==> config.mk <==
export PLATFORM = sky130hd
export DESIGN_NAME = dsr_readout
export DESIGN_NICKNAME = d
export VERILOG_FILES = /design/src/shared/dsr_pkg.sv /design/src/dsr_sar.sv /design/src/dsr_ser.sv /design/src/dsr_readout.sv
export SDC_FILE = /design/constraint.sdc
export NUM_CORES = 1
export LEC_CHECK = 0
export BUFFER_PORTS_ARGS = -buffer_cell sky130_fd_sc_hd__buf_2
export CORE_ASPECT_RATIO = 1.2
export CORE_MARGIN = 5
export CORE_UTILIZATION = 64
export CTS_BUF_LIST = sky130_fd_sc_hd__clkbuf_2 sky130_fd_sc_hd__clkbuf_4 sky130_fd_sc_hd__clkbuf_8
export DETAILED_ROUTE_END_ITERATION = 12
export PLACE_DENSITY = 0.85
export SLEW_MARGIN = 20
export SYNTH_ARGS = -nofsm -noshare
export SYNTH_HDL_FRONTEND = slang
export SYNTH_HIERARCHICAL = 1
export SYNTH_SLANG_ARGS = --single-unit
export TNS_END_PERCENT = 100
==> constraint.sdc <==
create_clock -name sys_clk_in -period 5.12 [get_ports sys_clk_in]
set_input_delay 0.512 -clock sys_clk_in [delete_from_list [all_inputs] [get_ports sys_clk_in]]
set_output_delay 0.512 -clock sys_clk_in [all_outputs]
set_load 0.01 [all_outputs]
==> src/shared/dsr_pkg.sv <==
// shared constants and types for the dual converter serial readout
package dsr_pkg;
	// ------------------------------------------------------------
	// widths and timing
	// ------------------------------------------------------------
	localparam int RES_W     = 15;     // result word width
	localparam int IDX_W     = 4;      // bit index width
	localparam int CNT_W     = 6;      // conversion counter width
	localparam int CLK_PS    = 5000;   // 200 MHz clock period
	localparam int T_CONV_PS = 171500; // least conversion time
	// least time rounds up to whole cycles
	localparam int CONV_CYC  = (T_CONV_PS + CLK_PS - 1) / CLK_PS;
	localparam int STEP_CYC  = 2;      // cycles per trial bit
	localparam logic [IDX_W-1:0] MSB_IDX = 4'hE;
	localparam logic [RES_W-1:0] TRIAL_MID = 15'h4000;
	// ------------------------------------------------------------
	// code windows of the three drive styles
	// ------------------------------------------------------------
	localparam logic [RES_W-1:0] CODE_FD_MIN  = 15'h4000;
	localparam logic [RES_W-1:0] CODE_FD_MAX  = 15'h3FFF;
	localparam logic [RES_W-1:0] CODE_PDB_MIN = 15'h6000;
	localparam logic [RES_W-1:0] CODE_PDB_MAX = 15'h1FFF;
	localparam logic [RES_W-1:0] CODE_PDU_MIN = 15'h0000;
	localparam logic [RES_W-1:0] CODE_PDU_MAX = 15'h3FFF;
	// ------------------------------------------------------------
	// types
	// ------------------------------------------------------------
	// three-level mode pin: ground, io supply, floating
	typedef enum logic [1:0] {
		IO_CMOS,
		IO_LVDS,
		IO_LVDS_LP
	} dsr_io_mode_e;
	// conversion sequencer states
	typedef enum logic {
		ST_ACQ,
		ST_CONV
	} dsr_state_e;
	// one pin pair with its drive enables
	typedef struct packed {
		logic p;
		logic n;
		logic p_oe;
		logic n_oe;
	} dsr_pair_s;
	// true for both differential signalling modes
	function automatic logic is_lvds(input dsr_io_mode_e mode);
		return mode != IO_CMOS;
	endfunction : is_lvds
endpackage : dsr_pkg

==> src/dsr_sar.sv <==
// successive-approximation search for one channel
`timescale 1ns/100ps
`default_nettype none
module dsr_sar (
	input  wire logic                      sys_clk_in,
	input  wire logic                      rst_n_in,
	input  wire logic                      start_in,
	input  wire logic                      step_in,
	input  wire logic                      comp_in,
	output logic [dsr_pkg::RES_W-1:0]      dac_code_out,
	output logic [dsr_pkg::RES_W-1:0]      result_out,
	output logic                           done_out
);
	// ------------------------------------------------------------
	// search state
	// ------------------------------------------------------------
	logic [dsr_pkg::RES_W-1:0] trial_ff;   // offset-binary trial
	logic [dsr_pkg::IDX_W-1:0] idx_ff;     // bit under test
	logic                      busy_ff;    // search running
	logic [dsr_pkg::RES_W-1:0] nxt_trial;  // trial after decision

	// comparator high means the held sample is at or above the trial
	always_comb begin
		nxt_trial = trial_ff;
		if (!comp_in) begin
			nxt_trial[idx_ff] = 1'b0;
		end
		if (idx_ff != '0) begin
			nxt_trial[idx_ff - 4'h1] = 1'b1;
		end
	end

	always_ff @(posedge sys_clk_in or negedge rst_n_in) begin
		if (!rst_n_in) begin
			trial_ff <= dsr_pkg::TRIAL_MID;
			idx_ff   <= dsr_pkg::MSB_IDX;
			busy_ff  <= 1'b0;
		end else if (start_in) begin
			// restart at mid scale, the sign decision
			trial_ff <= dsr_pkg::TRIAL_MID;
			idx_ff   <= dsr_pkg::MSB_IDX;
			busy_ff  <= 1'b1;
		end else if (busy_ff && step_in) begin
			trial_ff <= nxt_trial;
			idx_ff   <= idx_ff - 4'h1;
			busy_ff  <= idx_ff != '0;
		end
	end

	always_ff @(posedge sys_clk_in or negedge rst_n_in) begin
		if (!rst_n_in) begin
			result_out <= '0;
			done_out   <= 1'b0;
		end else begin
			done_out <= busy_ff && step_in && idx_ff == '0 && !start_in;
			if (busy_ff && step_in && idx_ff == '0 && !start_in) begin
				// full differential span reaches every code
				result_out <= {~nxt_trial[dsr_pkg::RES_W-1],
					nxt_trial[dsr_pkg::RES_W-2:0]};
			end
		end
	end

	// trial code drives the capacitive dac switches
	assign dac_code_out = trial_ff;
endmodule : dsr_sar
`default_nettype wire

==> src/dsr_ser.sv <==
// msb-first shifter for one channel's result word
`timescale 1ns/100ps
`default_nettype none
module dsr_ser (
	input  wire logic                      sys_clk_in,
	input  wire logic                      rst_n_in,
	input  wire logic                      load_in,
	input  wire logic [dsr_pkg::RES_W-1:0] word_in,
	input  wire logic                      shift_in,
	output logic                           bit_out,
	output logic                           next_bit_out
);
	// ------------------------------------------------------------
	// shift register
	// ------------------------------------------------------------
	logic [dsr_pkg::RES_W-1:0] sh_ff; // remaining bits, msb first

	// load shows msb, each shift the next
	always_ff @(posedge sys_clk_in or negedge rst_n_in) begin
		if (!rst_n_in) begin
			sh_ff   <= '0;
			bit_out <= 1'b0;
		end else if (load_in) begin
			// load wins so a new frame never starts mid-word
			sh_ff   <= word_in;
			bit_out <= word_in[dsr_pkg::RES_W-1];
		end else if (shift_in) begin
			// zeros trail the word when over-clocked
			sh_ff   <= {sh_ff[dsr_pkg::RES_W-2:0], 1'b0};
			bit_out <= sh_ff[dsr_pkg::RES_W-2];
		end
	end

	// bit that the next shift will present
	assign next_bit_out = sh_ff[dsr_pkg::RES_W-2];
endmodule : dsr_ser
`default_nettype wire

==> src/dsr_readout.sv <==
// conversion control and serial readout of the dual converter
`timescale 1ns/100ps
`default_nettype none
module dsr_readout (
	input  wire logic                      sys_clk_in,
	input  wire logic                      rst_n_in,
	input  wire logic                      convert_start_n_in,
	input  wire logic                      sck_p_in,
	input  wire logic                      sck_n_in,
	input  wire dsr_pkg::dsr_io_mode_e     io_mode_in,
	input  wire logic                      echo_neg_tied_in,
	input  wire logic                      ref_buffer_enable_in,
	input  wire logic [1:0]                comparator_in,
	output logic [1:0][dsr_pkg::RES_W-1:0] capacitive_dac_out,
	output logic [1:0][dsr_pkg::RES_W-1:0] result_out,
	output logic [1:0]                     bip_window_out,
	output logic [1:0]                     uni_window_out,
	output logic                           hold_sample_out,
	output logic                           acquire_out,
	output logic                           lvds_low_power_out,
	output logic [1:0]                     ref_buf_on_out,
	output dsr_pkg::dsr_pair_s             chan1_serial_out,
	output dsr_pkg::dsr_pair_s             chan2_serial_out,
	output dsr_pkg::dsr_pair_s             echo_clock_out
);
	// ------------------------------------------------------------
	// declarations
	// ------------------------------------------------------------
	logic                      strt_ff;     // start level last cycle
	logic                      sck_ff;      // shift clock last cycle
	logic                      sck_lvl;     // received shift clock
	logic                      strt_fall;   // start falling edge
	logic                      sck_fall;    // shift falling edge
	logic                      step_en;     // one trial per pulse
	logic                      lvds;        // differential mode
	dsr_pkg::dsr_state_e       state_ff;    // sequencer state
	dsr_pkg::dsr_state_e       nxt_state;   // next sequencer state
	logic [dsr_pkg::CNT_W-1:0] conv_cnt_ff; // cycles into conversion
	logic [dsr_pkg::CNT_W-1:0] step_cnt_ff; // step divider
	logic                      oe_ff;       // data pins driven
	logic                      echo_ff;     // echo clock level
	logic [1:0]                bit_w;       // serial bits
	logic [1:0]                next_w;      // bits after next shift
	logic [1:0]                done_w;      // conversion finished
	dsr_pkg::dsr_pair_s [1:0]  pair_w;      // serial pin pairs

	// ------------------------------------------------------------
	// pin receivers
	// ------------------------------------------------------------

	// mode pin selects the receiver and drivers
	assign lvds = dsr_pkg::is_lvds(io_mode_in);

	// low-power variant differs only in driver current
	assign lvds_low_power_out = io_mode_in == dsr_pkg::IO_LVDS_LP;

	// negative shift pin is unconnected in cmos, so ignore it
	assign sck_lvl = lvds ? (sck_p_in && !sck_n_in) : sck_p_in;

	// edge detection on the sampled pin levels
	always_ff @(posedge sys_clk_in or negedge rst_n_in) begin
		if (!rst_n_in) begin
			strt_ff <= 1'b1;
			sck_ff  <= 1'b0;
		end else begin
			strt_ff <= convert_start_n_in;
			sck_ff  <= sck_lvl;
		end
	end

	// start stays single-ended in every mode
	assign strt_fall = strt_ff && !convert_start_n_in;
	assign sck_fall  = sck_ff && !sck_lvl;

	// ------------------------------------------------------------
	// conversion sequencer
	// ------------------------------------------------------------

	// next state: any start edge opens a fresh conversion
	always_comb begin
		nxt_state = state_ff;
		case (state_ff)
			dsr_pkg::ST_ACQ: begin
				if (strt_fall) begin
					nxt_state = dsr_pkg::ST_CONV;
				end
			end
			dsr_pkg::ST_CONV: begin
				if (!strt_fall &&
					conv_cnt_ff == dsr_pkg::CNT_W'(dsr_pkg::CONV_CYC - 1)) begin
					nxt_state = dsr_pkg::ST_ACQ;
				end
			end
			default: begin
				nxt_state = dsr_pkg::ST_ACQ;
			end
		endcase
	end

	// falling edge enters hold at once
	always_ff @(posedge sys_clk_in or negedge rst_n_in) begin
		if (!rst_n_in) begin
			state_ff <= dsr_pkg::ST_ACQ;
		end else begin
			state_ff <= nxt_state;
		end
	end

	// conversion length counter, restarted by every start edge
	always_ff @(posedge sys_clk_in or negedge rst_n_in) begin
		if (!rst_n_in) begin
			conv_cnt_ff <= '0;
		end else if (strt_fall || state_ff != dsr_pkg::ST_CONV) begin
			conv_cnt_ff <= '0;
		end else begin
			conv_cnt_ff <= conv_cnt_ff + 6'h01;
		end
	end

	// step divider; trading speed for settling, two cycles a bit
	always_ff @(posedge sys_clk_in or negedge rst_n_in) begin
		if (!rst_n_in) begin
			step_cnt_ff <= '0;
		end else if (strt_fall || step_en) begin
			step_cnt_ff <= '0;
		end else if (state_ff == dsr_pkg::ST_CONV) begin
			step_cnt_ff <= step_cnt_ff + 6'h01;
		end
	end

	// one-cycle trial pulse
	assign step_en = state_ff == dsr_pkg::ST_CONV &&
		step_cnt_ff == dsr_pkg::CNT_W'(dsr_pkg::STEP_CYC - 1);

	assign hold_sample_out = state_ff == dsr_pkg::ST_CONV;
	assign acquire_out     = state_ff == dsr_pkg::ST_ACQ;

	// enable pin gates both reference buffers
	assign ref_buf_on_out = {2{ref_buffer_enable_in}};

	// ------------------------------------------------------------
	// per-channel converter and shifter
	// ------------------------------------------------------------
	for (genvar g = 0; g < 2; g++) begin : g_chan
		logic bip_ff; // result inside bipolar window
		logic uni_ff; // result inside unipolar window

		// search runs on its own comparator
		dsr_sar u_sar (
			.sys_clk_in   (sys_clk_in),
			.rst_n_in     (rst_n_in),
			.start_in     (strt_fall),
			.step_in      (step_en),
			.comp_in      (comparator_in[g]),
			.dac_code_out (capacitive_dac_out[g]),
			.result_out   (result_out[g]),
			.done_out     (done_w[g])
		);

		// start edge loads the previous result
		dsr_ser u_ser (
			.sys_clk_in   (sys_clk_in),
			.rst_n_in     (rst_n_in),
			.load_in      (strt_fall),
			.word_in      (result_out[g]),
			.shift_in     (sck_fall && oe_ff),
			.bit_out      (bit_w[g]),
			.next_bit_out (next_w[g])
		);

		always_ff @(posedge sys_clk_in or negedge rst_n_in) begin
			if (!rst_n_in) begin
				bip_ff <= 1'b0;
				uni_ff <= 1'b0;
			end else if (done_w[g]) begin
				bip_ff <= $signed(result_out[g]) >=
					$signed(dsr_pkg::CODE_PDB_MIN) &&
					$signed(result_out[g]) <=
					$signed(dsr_pkg::CODE_PDB_MAX);
				uni_ff <= $signed(result_out[g]) >=
					$signed(dsr_pkg::CODE_PDU_MIN) &&
					$signed(result_out[g]) <=
					$signed(dsr_pkg::CODE_PDU_MAX);
			end
		end
		assign bip_window_out[g] = bip_ff;
		assign uni_window_out[g] = uni_ff;

		assign pair_w[g].p    = bit_w[g];
		assign pair_w[g].n    = !bit_w[g];
		assign pair_w[g].p_oe = oe_ff;
		assign pair_w[g].n_oe = oe_ff && lvds;
	end

	assign chan1_serial_out = pair_w[0];
	assign chan2_serial_out = pair_w[1];

	// ------------------------------------------------------------
	// output enable and echo clock
	// ------------------------------------------------------------

	// start high releases the data pins
	always_ff @(posedge sys_clk_in or negedge rst_n_in) begin
		if (!rst_n_in) begin
			oe_ff <= 1'b0;
		end else begin
			oe_ff <= !convert_start_n_in;
		end
	end

	// echo shares the data's one-cycle delay
	always_ff @(posedge sys_clk_in or negedge rst_n_in) begin
		if (!rst_n_in) begin
			echo_ff <= 1'b0;
		end else begin
			echo_ff <= sck_lvl;
		end
	end

	// tied negative pin turns cmos echo off
	assign echo_clock_out.p    = echo_ff;
	assign echo_clock_out.n    = !echo_ff;
	assign echo_clock_out.p_oe = lvds || !echo_neg_tied_in;
	assign echo_clock_out.n_oe = lvds;
endmodule : dsr_readout
`default_nettype wire

# Word-level counts from Yosys, hierarchy flattened
# Index checks and enable logic that the tools add are counted.
# op_classes
muxes,39
n_reduce_logical,41
eq_ne,3
n_addsub,4
bitwise,9
magnitude_cmp,16
# ops
cell,count
15-bit 2-to-1 mux,8
14-bit 2-to-1 mux,4
15-bit AND,2
15-bit by 1-bit greater-or-equal comparator with 1-bit output (second input constant),2
15-bit by 14-bit greater-or-equal comparator with 1-bit output (second input constant),2
15-bit by 14-bit less-or-equal comparator with 1-bit output (second input constant),2
15-bit less-or-equal comparator (second input constant),2
15-bit NOT,2
15-bit bitwise OR,2
1-bit logical AND,21
4-bit by 5-bit < comparator with 1-bit output (second input constant),4
6-bit 2-to-1 mux,3
1-bit demux with 4-bit select,4
4-bit by 1-bit greater-or-equal comparator with 1-bit output (second input constant),4
4-bit 2-to-1 mux,4
1-bit 2-to-1 mux,15
6-bit by 1-bit adder with 6-bit output (second input constant),2
2-bit nonzero test,5
1-bit zero test,8
4-bit zero test,2
4-bit nonzero test,2
4-bit by 1-bit subtractor with 4-bit output (second input constant),2
6-bit by 1-bit equality test with 1-bit output (second input constant),1
6-bit equality test (second input constant),1
other kinds (4),8
# totals
regBits,122
output_inout_bits,81
input_bits,11
elab_cells,136

# Logic depth before layout (Yosys ltp)
# Gate-level depths: netlist of the first run.
# depth
ltp_word,11
ltp_mapped,11
mapped_depth_nobuf,9

# By module
# Netlist of the first run, hierarchy kept.
# by_module_without_submodules
module,cells_each,seq_area_each_um2,instances,area_per_inst_um2
dsr_sar at g_chan[0].u_sar,201,905.9,1,1863.0
dsr_sar at g_chan[1].u_sar,195,905.9,1,1762.9
dsr_ser,65,375.4,2,734.5
dsr_readout,101,501.7,1,1026.0

# Least setup slack after synthesis of the first run
# Ideal clock, no wire load.
# synth_path
kind,register to register
from,register step_cnt_ff[1] (netlist bit)
to,register g_chan[0].u_sar/result_out[14] (netlist bit)
path_stages_with_launch,11
path_buffers,2
synth_period_minus_slack_ns,2.482
slack_ns,2.638
setup_time_ns,0.136
required_ns,4.984
arrival_ns,2.346
cell_sequence,dfrtp_1 > inv_1 > ha_1 > nand2b_1 > nor4_1 > nand3_2 > or4_1 > buf_2 > buf_2 > nand2_1 > o41ai_1
# synth_via
elab_chain_len,5
# synth_rtl
element,line_no,source
"start, declared",dsr_readout.sv:39,logic [dsr_pkg::CNT_W-1:0] step_cnt_ff;
"start signal, assigned",dsr_readout.sv:127,step_cnt_ff <= step_cnt_ff + 6'h01;
6-bit by 1-bit equality test with 1-bit output,dsr_readout.sv:133,step_cnt_ff == dsr_pkg::CNT_W'(dsr_pkg::STEP_CYC - 1);
1-bit logical AND,dsr_readout.sv:132,assign step_en = state_ff == dsr_pkg::ST_CONV &&
named net step_en,dsr_readout.sv:34,logic step_en;
1-bit logical AND (3 in a row),dsr_sar.sv:56,if (busy_ff && step_in && idx_ff == '0 && !start_in) begin
"end signal, assigned",dsr_sar.sv:58,"result_out <= {~nxt_trial[dsr_pkg::RES_W-1],"
"end, declared",dsr_sar.sv:11,"output logic [dsr_pkg::RES_W-1:0] result_out,"
# The timed path passes the listed nets, and every way through them passes these cells.
# A chain may end at the register's enable or synchronous reset.

# Final worst setup path of the first run
# layout_path
from,register step_cnt_ff[1] (netlist bit)
to,register g_chan[1].u_sar/result_out[14] (netlist bit)
# layout_via
elab_chain_len,5
# layout_rtl
element,line_no
6-bit by 1-bit equality test with 1-bit output,dsr_readout.sv:133
1-bit logical AND,dsr_readout.sv:132
named net step_en,dsr_readout.sv:34
1-bit logical AND (3 in a row),dsr_sar.sv:56
"end signal, assigned",dsr_sar.sv:58
"end, declared",dsr_sar.sv:11
# The timed path passes the listed nets, and every way through them passes these cells.

==> flow_summary.yaml, run 1 <==
status:
  status: "finished, final reports clean"
power_and_ir_drop:
  power_density_mw_per_mm2: 455
  p_comb_share_pct: 28.7
  irDropWorstVdd_mv: 0.329
  p_sw_mw: 1.14
  leakage_nw: 3.15
  internal_power_mw: 1.97
  switching_share_pct: 36.7
  seqPwrFrac_pct: 41.2
  clkPwrFrac_pct: 30.1
yosys:
  synth_top_family_by_area: "compound AO/OA/AOI/OAI gates"
  synth_area_per_cell_um2: 9.76
  ys_seq_elements: 122
  syn_inst: 627
  synth-simple-area-share_pct: 16.3
  synthXorXnorAreaFrac_pct: 2.00
  synthMuxAreaShare_pct: 5.60
  synth_nets: 650
  syn_area_mm2: 0.00612
  synth_flop_cell: "dfrtp_1"
  synth-compound-area-share_pct: 16.6
  ys_warn_count: 6
  yosysSeqAreaShare_pct: 50.1
  synthAdderAreaFrac_pct: 2.45
  async_reset_ff_share_pct: 100
  synth_edf_count: 0
  synthDistinctLibCells: 60
global_routing:
  antenna_found_initial: 0
  track_usage_pct: 25.8
  overflow: 0
  grt_pass1_wl_mm: 23.9
  grt_max_degree: 99
  grt_pass1_vias: 4739
die:
  dieArea_mm2: 0.0116
  num_rows: 39
  die_width_um: 99.3
  die_y_um: 117
  ios: 92
  core_area_mm2: 0.00942
  start_util_pct: 65.0
sta:
  period_minus_slack_ns: 3.59
  finalSetupTns_ns: 0
  post-route-period-util_pct: 70.1
  timing.hold.ws_ns: 0.195
  relSlewSlack_pct: 31.6
  slew_violations: 0
  worst_slew_pin_slew_ns: 1.02
  fin_worst_skew_ns: 0.00780
  max_clock_freq_mhz: 279
  final_hold_viol_count: 0
  final-setup-viol-count: 0
  rsz0062_at_grt: "no"
cells_and_area:
  nets: 709
  diodes: 0
  final_common_cell: "dfrtp_1"
  final_layout_size_suffix_gt1_share_pct: 23.5
  syn_to_final_growth_pct: 12.1
  n_fill_cell: 678
  multiInputGateArea_mm2: 0.00264
  seqCellArea_mm2: 0.00306
  mostFrequentLayoutCells: "dfrtp_1, nand2_1, buf_2"
route:
  vias_per_cell: 6.02
  firstDrtPassIters: 5
  wl_per_cell_um: 17.2
  dr.first_iter.drc_count: 407
  ant_nets: 0
  post-route-drc-count: 0
  routed_wl_mm: 14.2
  num_vias: 4950
clock_tree:
  hold_buffers: 0
  cts_tree: "done"
  postCtsResizedCells: 0
  root_buffer: "clkbuf_8"
  clk_pin_slew_worst_paths_ns: 0.07
  htreeDepth: 4
  clk_latency_ns: 0.43
  cts_buffer_depth: 2
  cts_buffers: 17
  cts.sinks: 122
  cts_setup_buffers: 0
placed_design:
  portBuffers: 88
  routabilityCongestion: 0.929
  dp_hpwl_mm: 9.61
critical_path:
  worstPathArrival_ns: 3.91
  crit_slowest_cell: "nor4_1"
  end_kind: "register"
  start_kind: "register"
  rr_startpoint: "step_cnt_ff[1]"
  critPathMaxStageDelay_ns: 0.76
  cp_data_required_time_ns: 5.44
  path_class: "register to register"
  startpoint: "step_cnt_ff[1]"
  crit_chain: "inv_1 > ha_1 > nand2b_1 > nor4_1 > and2_1 > nand4_1 > inv_2 > o211ai_1 > o21a_1"
  cp_max_fo: 23
job:
  drv_cap: 0
min_path:
  min_path_type: "input port to asynchronous set/reset pin"
-- critical path, delay by kind of cell (launching register included) --
family                   cells  cell delay (ns)
adder cells (fa/ha/maj)      1             0.14
AO/OA/AOI/OAI                2             0.28
AND/OR/NAND/NOR              4             2.14
flip-flops                   1             0.41
buffers and inverters        2             0.51
-- stage by stage --
stage / util, % / cells / cell area, um^2 / total power, mW / setup WS (ns)
detailed placement: 68.1 / 790 / 6420 / 2.17 / 1.57
floorplan: - / 627 / 6120 / 1.90 / 2.64
global placement: 68.1 / 790 / 6420 / 2.12 / 1.79
CTS: 72.8 / 822 / 6860 / 3.12 / 1.54
finish: 72.8 / 822 / 6860 / 3.12 / 1.53
global route: 72.8 / 822 / 6860 / 3.30 / 1.05
-- synth_stat cells, types with 3 or more instances --
master | n | area (um^2)
or3_1 | 5 | 31.3
buf_4 | 16 | 120
o211ai_1 | 3 | 22.5
mux2i_1 | 32 | 320
dfstp_2 | 9 | 236
xnor2_1 | 8 | 70.1
o31ai_1 | 6 | 45.0
nor3_1 | 3 | 15.0
a21o_1 | 4 | 30.0
xor2_1 | 6 | 52.6
nor2_1 | 35 | 131
clkbuf_1 | 16 | 60.1
nand3b_1 | 4 | 30.0
nand2b_1 | 13 | 81.3
a31oi_1 | 11 | 68.8
buf_6 | 4 | 45.0
o21ai_1 | 11 | 55.1
o21ai_2 | 16 | 140
o311ai_0 | 3 | 26.3
o41ai_1 | 4 | 35.0
buf_2 | 11 | 55.1
nor2b_1 | 3 | 18.8
ha_1 | 12 | 150
or2_2 | 4 | 25.0
nand2_1 | 94 | 353
nand4_1 | 8 | 50.1
and4_1 | 4 | 35.0
o21ai_0 | 55 | 275
inv_1 | 27 | 101
dfrtp_1 | 113 | 2830
a21oi_1 | 24 | 120
and2_1 | 3 | 18.8
nand3_1 | 18 | 90.1
a211oi_1 | 4 | 30.0
-- per-layer routing --
metal	routed length [um]	track usage (%)	part of all wire [%]
met4	329	9.93	2.3
met2	7020	41.7	50
met3	1150	6.40	8.1
met5	0	0	0
met1	5670	34.0	40
-- power groups by stage --
stage,clock [mW],sequential (mW),combinational [mW]
finish,0.939,1.29,0.894
global route,1.00,1.31,0.992
CTS,0.954,1.28,0.883
detailed placement,0,1.30,0.867
global placement,0,1.28,0.840
floorplan,0,1.27,0.626
-- path summary, 6_finish.rpt --
path                                                   endpoint  slack (ns)  cells past startpoint
max in group asynchronous       g_chan[1].u_sar/dac_code_out[8]        3.72                      2
min in group sys_clk_in                                 strt_ff        0.20                      1
worst min-delay path                  g_chan[1].u_sar/idx_ff[0]        0.20                      1
worst max register to register   g_chan[1].u_sar/result_out[14]        1.53                      9
worst max-delay path             g_chan[1].u_sar/result_out[14]        1.53                      9
worst min register to register                 g_chan[0].uni_ff        0.50                      1
-- layout make-up --
class                           instances  area share (%)
Inverter                               28            1.53
Clock buffer                           18            3.61
Sequential cell                       122            44.7
Clock inverter                         14            2.85
Timing Repair Buffer                   90            6.68
Tap cell                              123            2.24
Multi-Input combinational cell        427            38.4
-- state kept, by name (all words and copies together) (netlist names), 2 cells and up --
name / flops
conv_cnt_ff: 6
g_chan.bip_ff: 2
g_chan.u_sar/busy_ff: 2
g_chan.u_sar/dac_code_out: 30
g_chan.u_sar/done_out: 2
g_chan.u_sar/idx_ff: 8
g_chan.u_sar/result_out: 30
g_chan.u_ser/bit_out: 2
g_chan.u_ser/sh_ff: 28
g_chan.uni_ff: 2
step_cnt_ff: 6
-- cells by family (layout without fill, tap and decap cells) --
kind of cell / after synthesis / after routing
and+or+nand+nor: 207 / 207
AOI/OAI and AO/OA: 160 / 160
DFF: 122 / 122
buffers and inverters: 78 / 150
muxes: 34 / 34
xor gates and xnor gates: 14 / 14
adders and majority gates: 12 / 12
(Power assumes the default switching activity.)
==> run 2, diff against run 1 <==
--- a/config.mk
+++ b/config.mk
@@ -8,10 +8,10 @@
 export BUFFER_PORTS_ARGS = -buffer_cell sky130_fd_sc_hd__buf_2
 export CORE_ASPECT_RATIO = 1.2
 export CORE_MARGIN = 5
-export CORE_UTILIZATION = 64
+export CORE_UTILIZATION = 59
 export CTS_BUF_LIST = sky130_fd_sc_hd__clkbuf_2 sky130_fd_sc_hd__clkbuf_4 sky130_fd_sc_hd__clkbuf_8
 export DETAILED_ROUTE_END_ITERATION = 12
-export PLACE_DENSITY = 0.85
+export PLACE_DENSITY = 0.79
 export SLEW_MARGIN = 20
 export SYNTH_ARGS = -nofsm -noshare
 export SYNTH_HDL_FRONTEND = slang
==> constraint.sdc (replaced) <==
create_clock -name sys_clk_in -period 3.5 [get_ports sys_clk_in]
set_input_delay 0.35 -clock sys_clk_in [delete_from_list [all_inputs] [get_ports sys_clk_in]]
set_output_delay 0.35 -clock sys_clk_in [all_outputs]
set_load 0.01 [all_outputs]
==> flow_summary.yaml, run 2 (synthesis gave the netlist of run 1 again) <==
status:
  status: "complete, but fails checks"
  violations: "negative hold slack"
sta:
  period_minus_slack_ns: 2.64
  setup_slack_ns: 0.857
  worst_slew_pin_slew_ns: 1.05
  final_hold_viol_count: 20
  final-setup-viol-count: 0
  max_clock_freq_mhz: 378
  fin_worst_skew_ns: 0.00809
  rsz0062_at_grt: "no"
  slew_violations: 0
  timing.hold.ws_ns: -0.0247
  finalSetupTns_ns: 0
  post-route-period-util_pct: 75.5
  relSlewSlack_pct: 29.7
die:
  ios: 92
  dieArea_mm2: 0.0125
  start_util_pct: 60.5
  num_rows: 40
  die_y_um: 122
  core_area_mm2: 0.0101
  die_width_um: 103
critical_path:
  end_kind: "register"
  start_kind: "register"
  worstPathArrival_ns: 2.96
  path_class: "register to register"
  cp_data_required_time_ns: 3.81
  cp_max_fo: 27
route:
  dr.first_iter.drc_count: 528
  dr_wl_met2_mm: 6.81
  wl_met3_mm: 1.31
  num_vias: 4955
  top_layer: "met4"
  firstDrtPassIters: 6
  ant_nets: 0
  wl_per_cell_um: 16.8
  drt-met1-wl_mm: 5.51
  routed_wl_mm: 13.9
  post-route-drc-count: 0
  vias_per_cell: 5.98
global_routing:
  grt_pass1_vias: 4777
  overflow: 0
  antenna_found_initial: 0
  track_usage_pct: 23.3
  grt_max_degree: 70
  grt_pass1_wl_mm: 23.2
power_and_ir_drop:
  leakage_nw: 3.18
  power_density_mw_per_mm2: 655
  switching_share_pct: 36.6
  clkPwrFrac_pct: 28.5
  internal_power_mw: 2.85
  p_sw_mw: 1.65
  p_comb_share_pct: 29.7
  seqPwrFrac_pct: 41.9
  irDropWorstVdd_mv: 0.451
cells_and_area:
  final_common_cell: "dfrtp_1"
  final_layout_size_suffix_gt1_share_pct: 23.9
  nets: 713
  mostFrequentLayoutCells: "dfrtp_1, nand2_1, buf_2"
  diodes: 0
  n_fill_cell: 782
  syn_to_final_growth_pct: 12.3
clock_tree:
  postCtsResizedCells: 0
  cts_tree: "done"
  root_buffer: "clkbuf_8"
  htreeDepth: 4
  cts_buffer_depth: 2
  clk_latency_ns: 0.43
  clk_pin_slew_worst_paths_ns: 0.07
  cts_setup_buffers: 0
  hold_buffers: 0
  cts.sinks: 122
  cts_buffers: 17
job:
  drv_cap: 0
min_path:
  min_path_type: "input port to asynchronous set/reset pin"
placed_design:
  dp_slack_ns: 0.900
  routabilityCongestion: 0.901
  portBuffers: 88
  dp_hpwl_mm: 9.77
==> run 2: cell type report <==
type | instances | area, um^2 | share of cell area [%]
Clock buffer | 20 | 263 | 3.82
Clock inverter | 12 | 149 | 2.17
Inverter | 28 | 105 | 1.53
Multi-Input combinational cell | 427 | 2640 | 38.3
Sequential cell | 122 | 3060 | 44.6
Tap cell | 126 | 158 | 2.29
Timing Repair Buffer | 94 | 500 | 7.28
==> run 2: power by group through the flow <==
stage	Clock, mW	Sequential (mW)	Combinational (mW)
after global placement	0	1.88	1.27
final	1.28	1.88	1.34
after detailed placement	0	1.90	1.31
after CTS	1.30	1.88	1.32
after floorplan	0	1.86	0.916
after global routing	1.37	1.92	1.48
==> run 2: worst max-delay path, stage by stage (launching register included) <==
cell,delay [ns]
dfrtp_1,0.41
inv_1,0.09
ha_1,0.14
nand2b_1,0.08
nor4_1,0.25
buf_4,0.20
nand3_2,0.14
or4_1,0.83
a22o_1,0.37
==> run 2: worst paths after layout <==
kind	startpoint	endpoint	slack, ns	cells after the start
max	step_cnt_ff[1]	g_chan[0].u_sar/result_out[2]	0.86	8
max reg2reg	step_cnt_ff[1]	g_chan[0].u_sar/result_out[2]	0.86	8
max in group asynchronous	rst_n_in	g_chan[1].u_sar/idx_ff[2]	2.69	2
min	rst_n_in	g_chan[1].u_sar/dac_code_out[1]	-0.02	1
min reg2reg	g_chan[1].u_sar/done_out	g_chan[1].uni_ff	0.49	1
min in group sys_clk_in	convert_start_n_in	strt_ff	0.04	1
==> run 2: stage by stage <==
step,power [mW],cells,util (%),cell area (um^2),hold slack [ns]
3_5_place_dp,3.21,797,63.9,6460,0.465
4_1_cts,4.50,829,68.0,6870,0.000331
6_report,4.50,829,68.0,6870,-0.0247
5_1_grt,4.77,829,68.0,6870,0.0186
2_1_floorplan,2.78,627,-,6120,0.0544
3_3_place_gp,3.15,797,63.9,6460,0.451
==> run 2: routing by layer <==
layer  track usage [%]  vias up
met5                 0        -
met4              8.18        0
met3              7.16       33
met2              36.1      231
met1              31.0     2384
li1                  -     2307
==> run 3, diff against run 2 <==
--- a/config.mk
+++ b/config.mk
@@ -8,10 +8,10 @@
 export BUFFER_PORTS_ARGS = -buffer_cell sky130_fd_sc_hd__buf_2
 export CORE_ASPECT_RATIO = 1.2
 export CORE_MARGIN = 5
-export CORE_UTILIZATION = 59
+export CORE_UTILIZATION = 53
 export CTS_BUF_LIST = sky130_fd_sc_hd__clkbuf_2 sky130_fd_sc_hd__clkbuf_4 sky130_fd_sc_hd__clkbuf_8
 export DETAILED_ROUTE_END_ITERATION = 12
-export PLACE_DENSITY = 0.79
+export PLACE_DENSITY = 0.75
 export SLEW_MARGIN = 20
 export SYNTH_ARGS = -nofsm -noshare
 export SYNTH_HDL_FRONTEND = slang
==> constraint.sdc (replaced) <==
create_clock -name sys_clk_in -period 2.2 [get_ports sys_clk_in]
set_input_delay 0.22 -clock sys_clk_in [delete_from_list [all_inputs] [get_ports sys_clk_in]]
set_output_delay 0.22 -clock sys_clk_in [all_outputs]
set_load 0.01 [all_outputs]
==> flow_summary.yaml, run 3 (synthesis gave the netlist of run 1 again) <==
route:
  dr.first_iter.drc_count: 377
  firstDrtPassIters: 6
  post-route-drc-count: 0
  vias_per_cell: 5.63
  num_vias: 4973
  top_layer: "met4"
  wl_per_cell_um: 16.7
  drt-met1-wl_mm: 6.22
  wl_met3_um: 933
  dr_wl_met2_mm: 7.25
  routed_wl_mm: 14.7
  ant_nets: 0
sta:
  fin_worst_skew_ns: 0.0104
  post-route-period-util_pct: 99.1
  worst_slew_pin_slew_ns: 1.01
  final-setup-viol-count: 0
  relSlewSlack_pct: 32.4
  slew_violations: 0
  final_hold_viol_count: 0
  period_minus_slack_ns: 2.18
  max_clock_freq_mhz: 459
  rsz0062_at_grt: "yes"
  setup_slack_ns: 0.0207
min_path:
  min_path_type: "input port to register"
power_and_ir_drop:
  irDropWorstVdd_mv: 0.649
  power_density_mw_per_mm2: 1040
  total_power_mw: 7.57
  leakage_nw: 3.34
cells_and_area:
  final_common_cell: "dfrtp_1"
  layoutNonFillerInstCount: 883
  final_cell_area_mm2: 0.00726
  diodes: 0
  nets: 738
  mostFrequentLayoutCells: "dfrtp_1, nand2_1, buf_2"
  final_layout_size_suffix_gt1_share_pct: 27.4
  syn_to_final_growth_pct: 18.6
placed_design:
  place_inst: 842
  portBuffers: 88
  routabilityCongestion: 0.929
  dp_slack_ns: -0.0523
  dpl_cell_area_mm2: 0.00665
  dp_hpwl_mm: 10.1
global_routing:
  track_usage_pct: 21.7
  grt_pass1_vias: 4762
  grt_pass1_wl_mm: 23.7
  grt_max_degree: 54
  antenna_found_initial: 0
  overflow: 0
critical_path:
  crit_chain: "inv_2 > ha_4 > nand2b_4 > nor4_4 > buf_4 > nand3_2 > or4_4 > buf_12 > nand2_1 > o41ai_1"
  cp_max_fo: 7
  crit_buf_inv: 3
  start_kind: "register"
  end_kind: "register"
  crit_slowest_cell: "or4_4"
  path_class: "register to register"
  cp_data_required_time_ns: 2.49
  critPathMaxStageDelay_ns: 0.56
  path_delay_family: "simple AND/OR/NAND/NOR gates"
  worstPathArrival_ns: 2.47
clock_tree:
  cts_buffers: 17
  htreeDepth: 4
  root_buffer: "clkbuf_8"
  cts.sinks: 122
  cts_buffer_depth: 2
  clk_latency_ns: 0.44
  clk_pin_slew_worst_paths_ns: 0.07
  cts_tree: "done"
die:
  core_area_mm2: 0.0115
  dieArea_mm2: 0.0138
  die_width_um: 108
  die_y_um: 128
  start_util_pct: 53.4
  num_rows: 43
  ios: 92
status:
  status: "finished, final reports clean"
job:
  drv_cap: 0
run 3: repair_timing:
item / 4_1_cts / 5_1_grt
hold buffers: 2 / 0
pin swaps: 1 / 5
endpoints found under the setup margin: 5 / 34
buffers inserted: 0 / 7
gates cloned: 0 / 2
endpoints found under the hold margin: 26 / 0
gates resized for setup: 0 / 16
run 3: worst paths after layout:
kind                                          start  slack [ns]  cells after the start                          endpoint
min reg2reg                g_chan[1].u_sar/done_out        0.49                      1                  g_chan[1].uni_ff
min in group asynchronous                  rst_n_in        0.26                      2  g_chan[1].u_sar/dac_code_out[12]
max                                  step_cnt_ff[1]        0.02                     10     g_chan[0].u_sar/result_out[6]
max in group asynchronous                  rst_n_in        1.27                      3         g_chan[0].u_sar/idx_ff[2]
min                                        sck_n_in        0.07                      2                           echo_ff
max reg2reg                          step_cnt_ff[1]        0.02                     10     g_chan[0].u_sar/result_out[6]
run 3: area by class of cell:
cell class                 count  area, um^2
tap                          157         196
multi-input combinational    427        2700
inverter                      28         105
sequential                   122        3060
clock buffer                  24         318
fill                         939        4200
clock inverter                 6         111
timing repair buffer         119         766
run 3: where the power goes:
part	internal (mW)	total [mW]	switching (mW)
combinational	0.999	2.44	1.44
clock	1.29	2.14	0.856
sequential	2.60	2.99	0.396
run 3: metrics by stage:
stage	util, %	setup TNS, ns	hold WS (ns)
floorplan	-	0	-0.0756
global placement	58.0	0	0.173
detailed placement	58.0	-0.124	0.187
CTS	61.9	0	0.0509
global route	63.3	-0.253	0.0658
finish	63.3	0	0.0677
run 3: routing by layer:
metal  up-vias  track usage [%]
met3        31             5.99
met2       173             35.0
met1      2413             28.2
met4         0             7.58
li1       2356                -
met5         -                0
run 3: worst reg2reg max path, cell delays in order, from the launching register on:
cell      delay, ns
dfrtp_1        0.40
inv_2          0.08
ha_4           0.14
nand2b_4       0.06
nor4_4         0.20
buf_4          0.17
nand3_2        0.08
or4_4          0.56
buf_12         0.17
nand2_1        0.07
o41ai_1        0.09
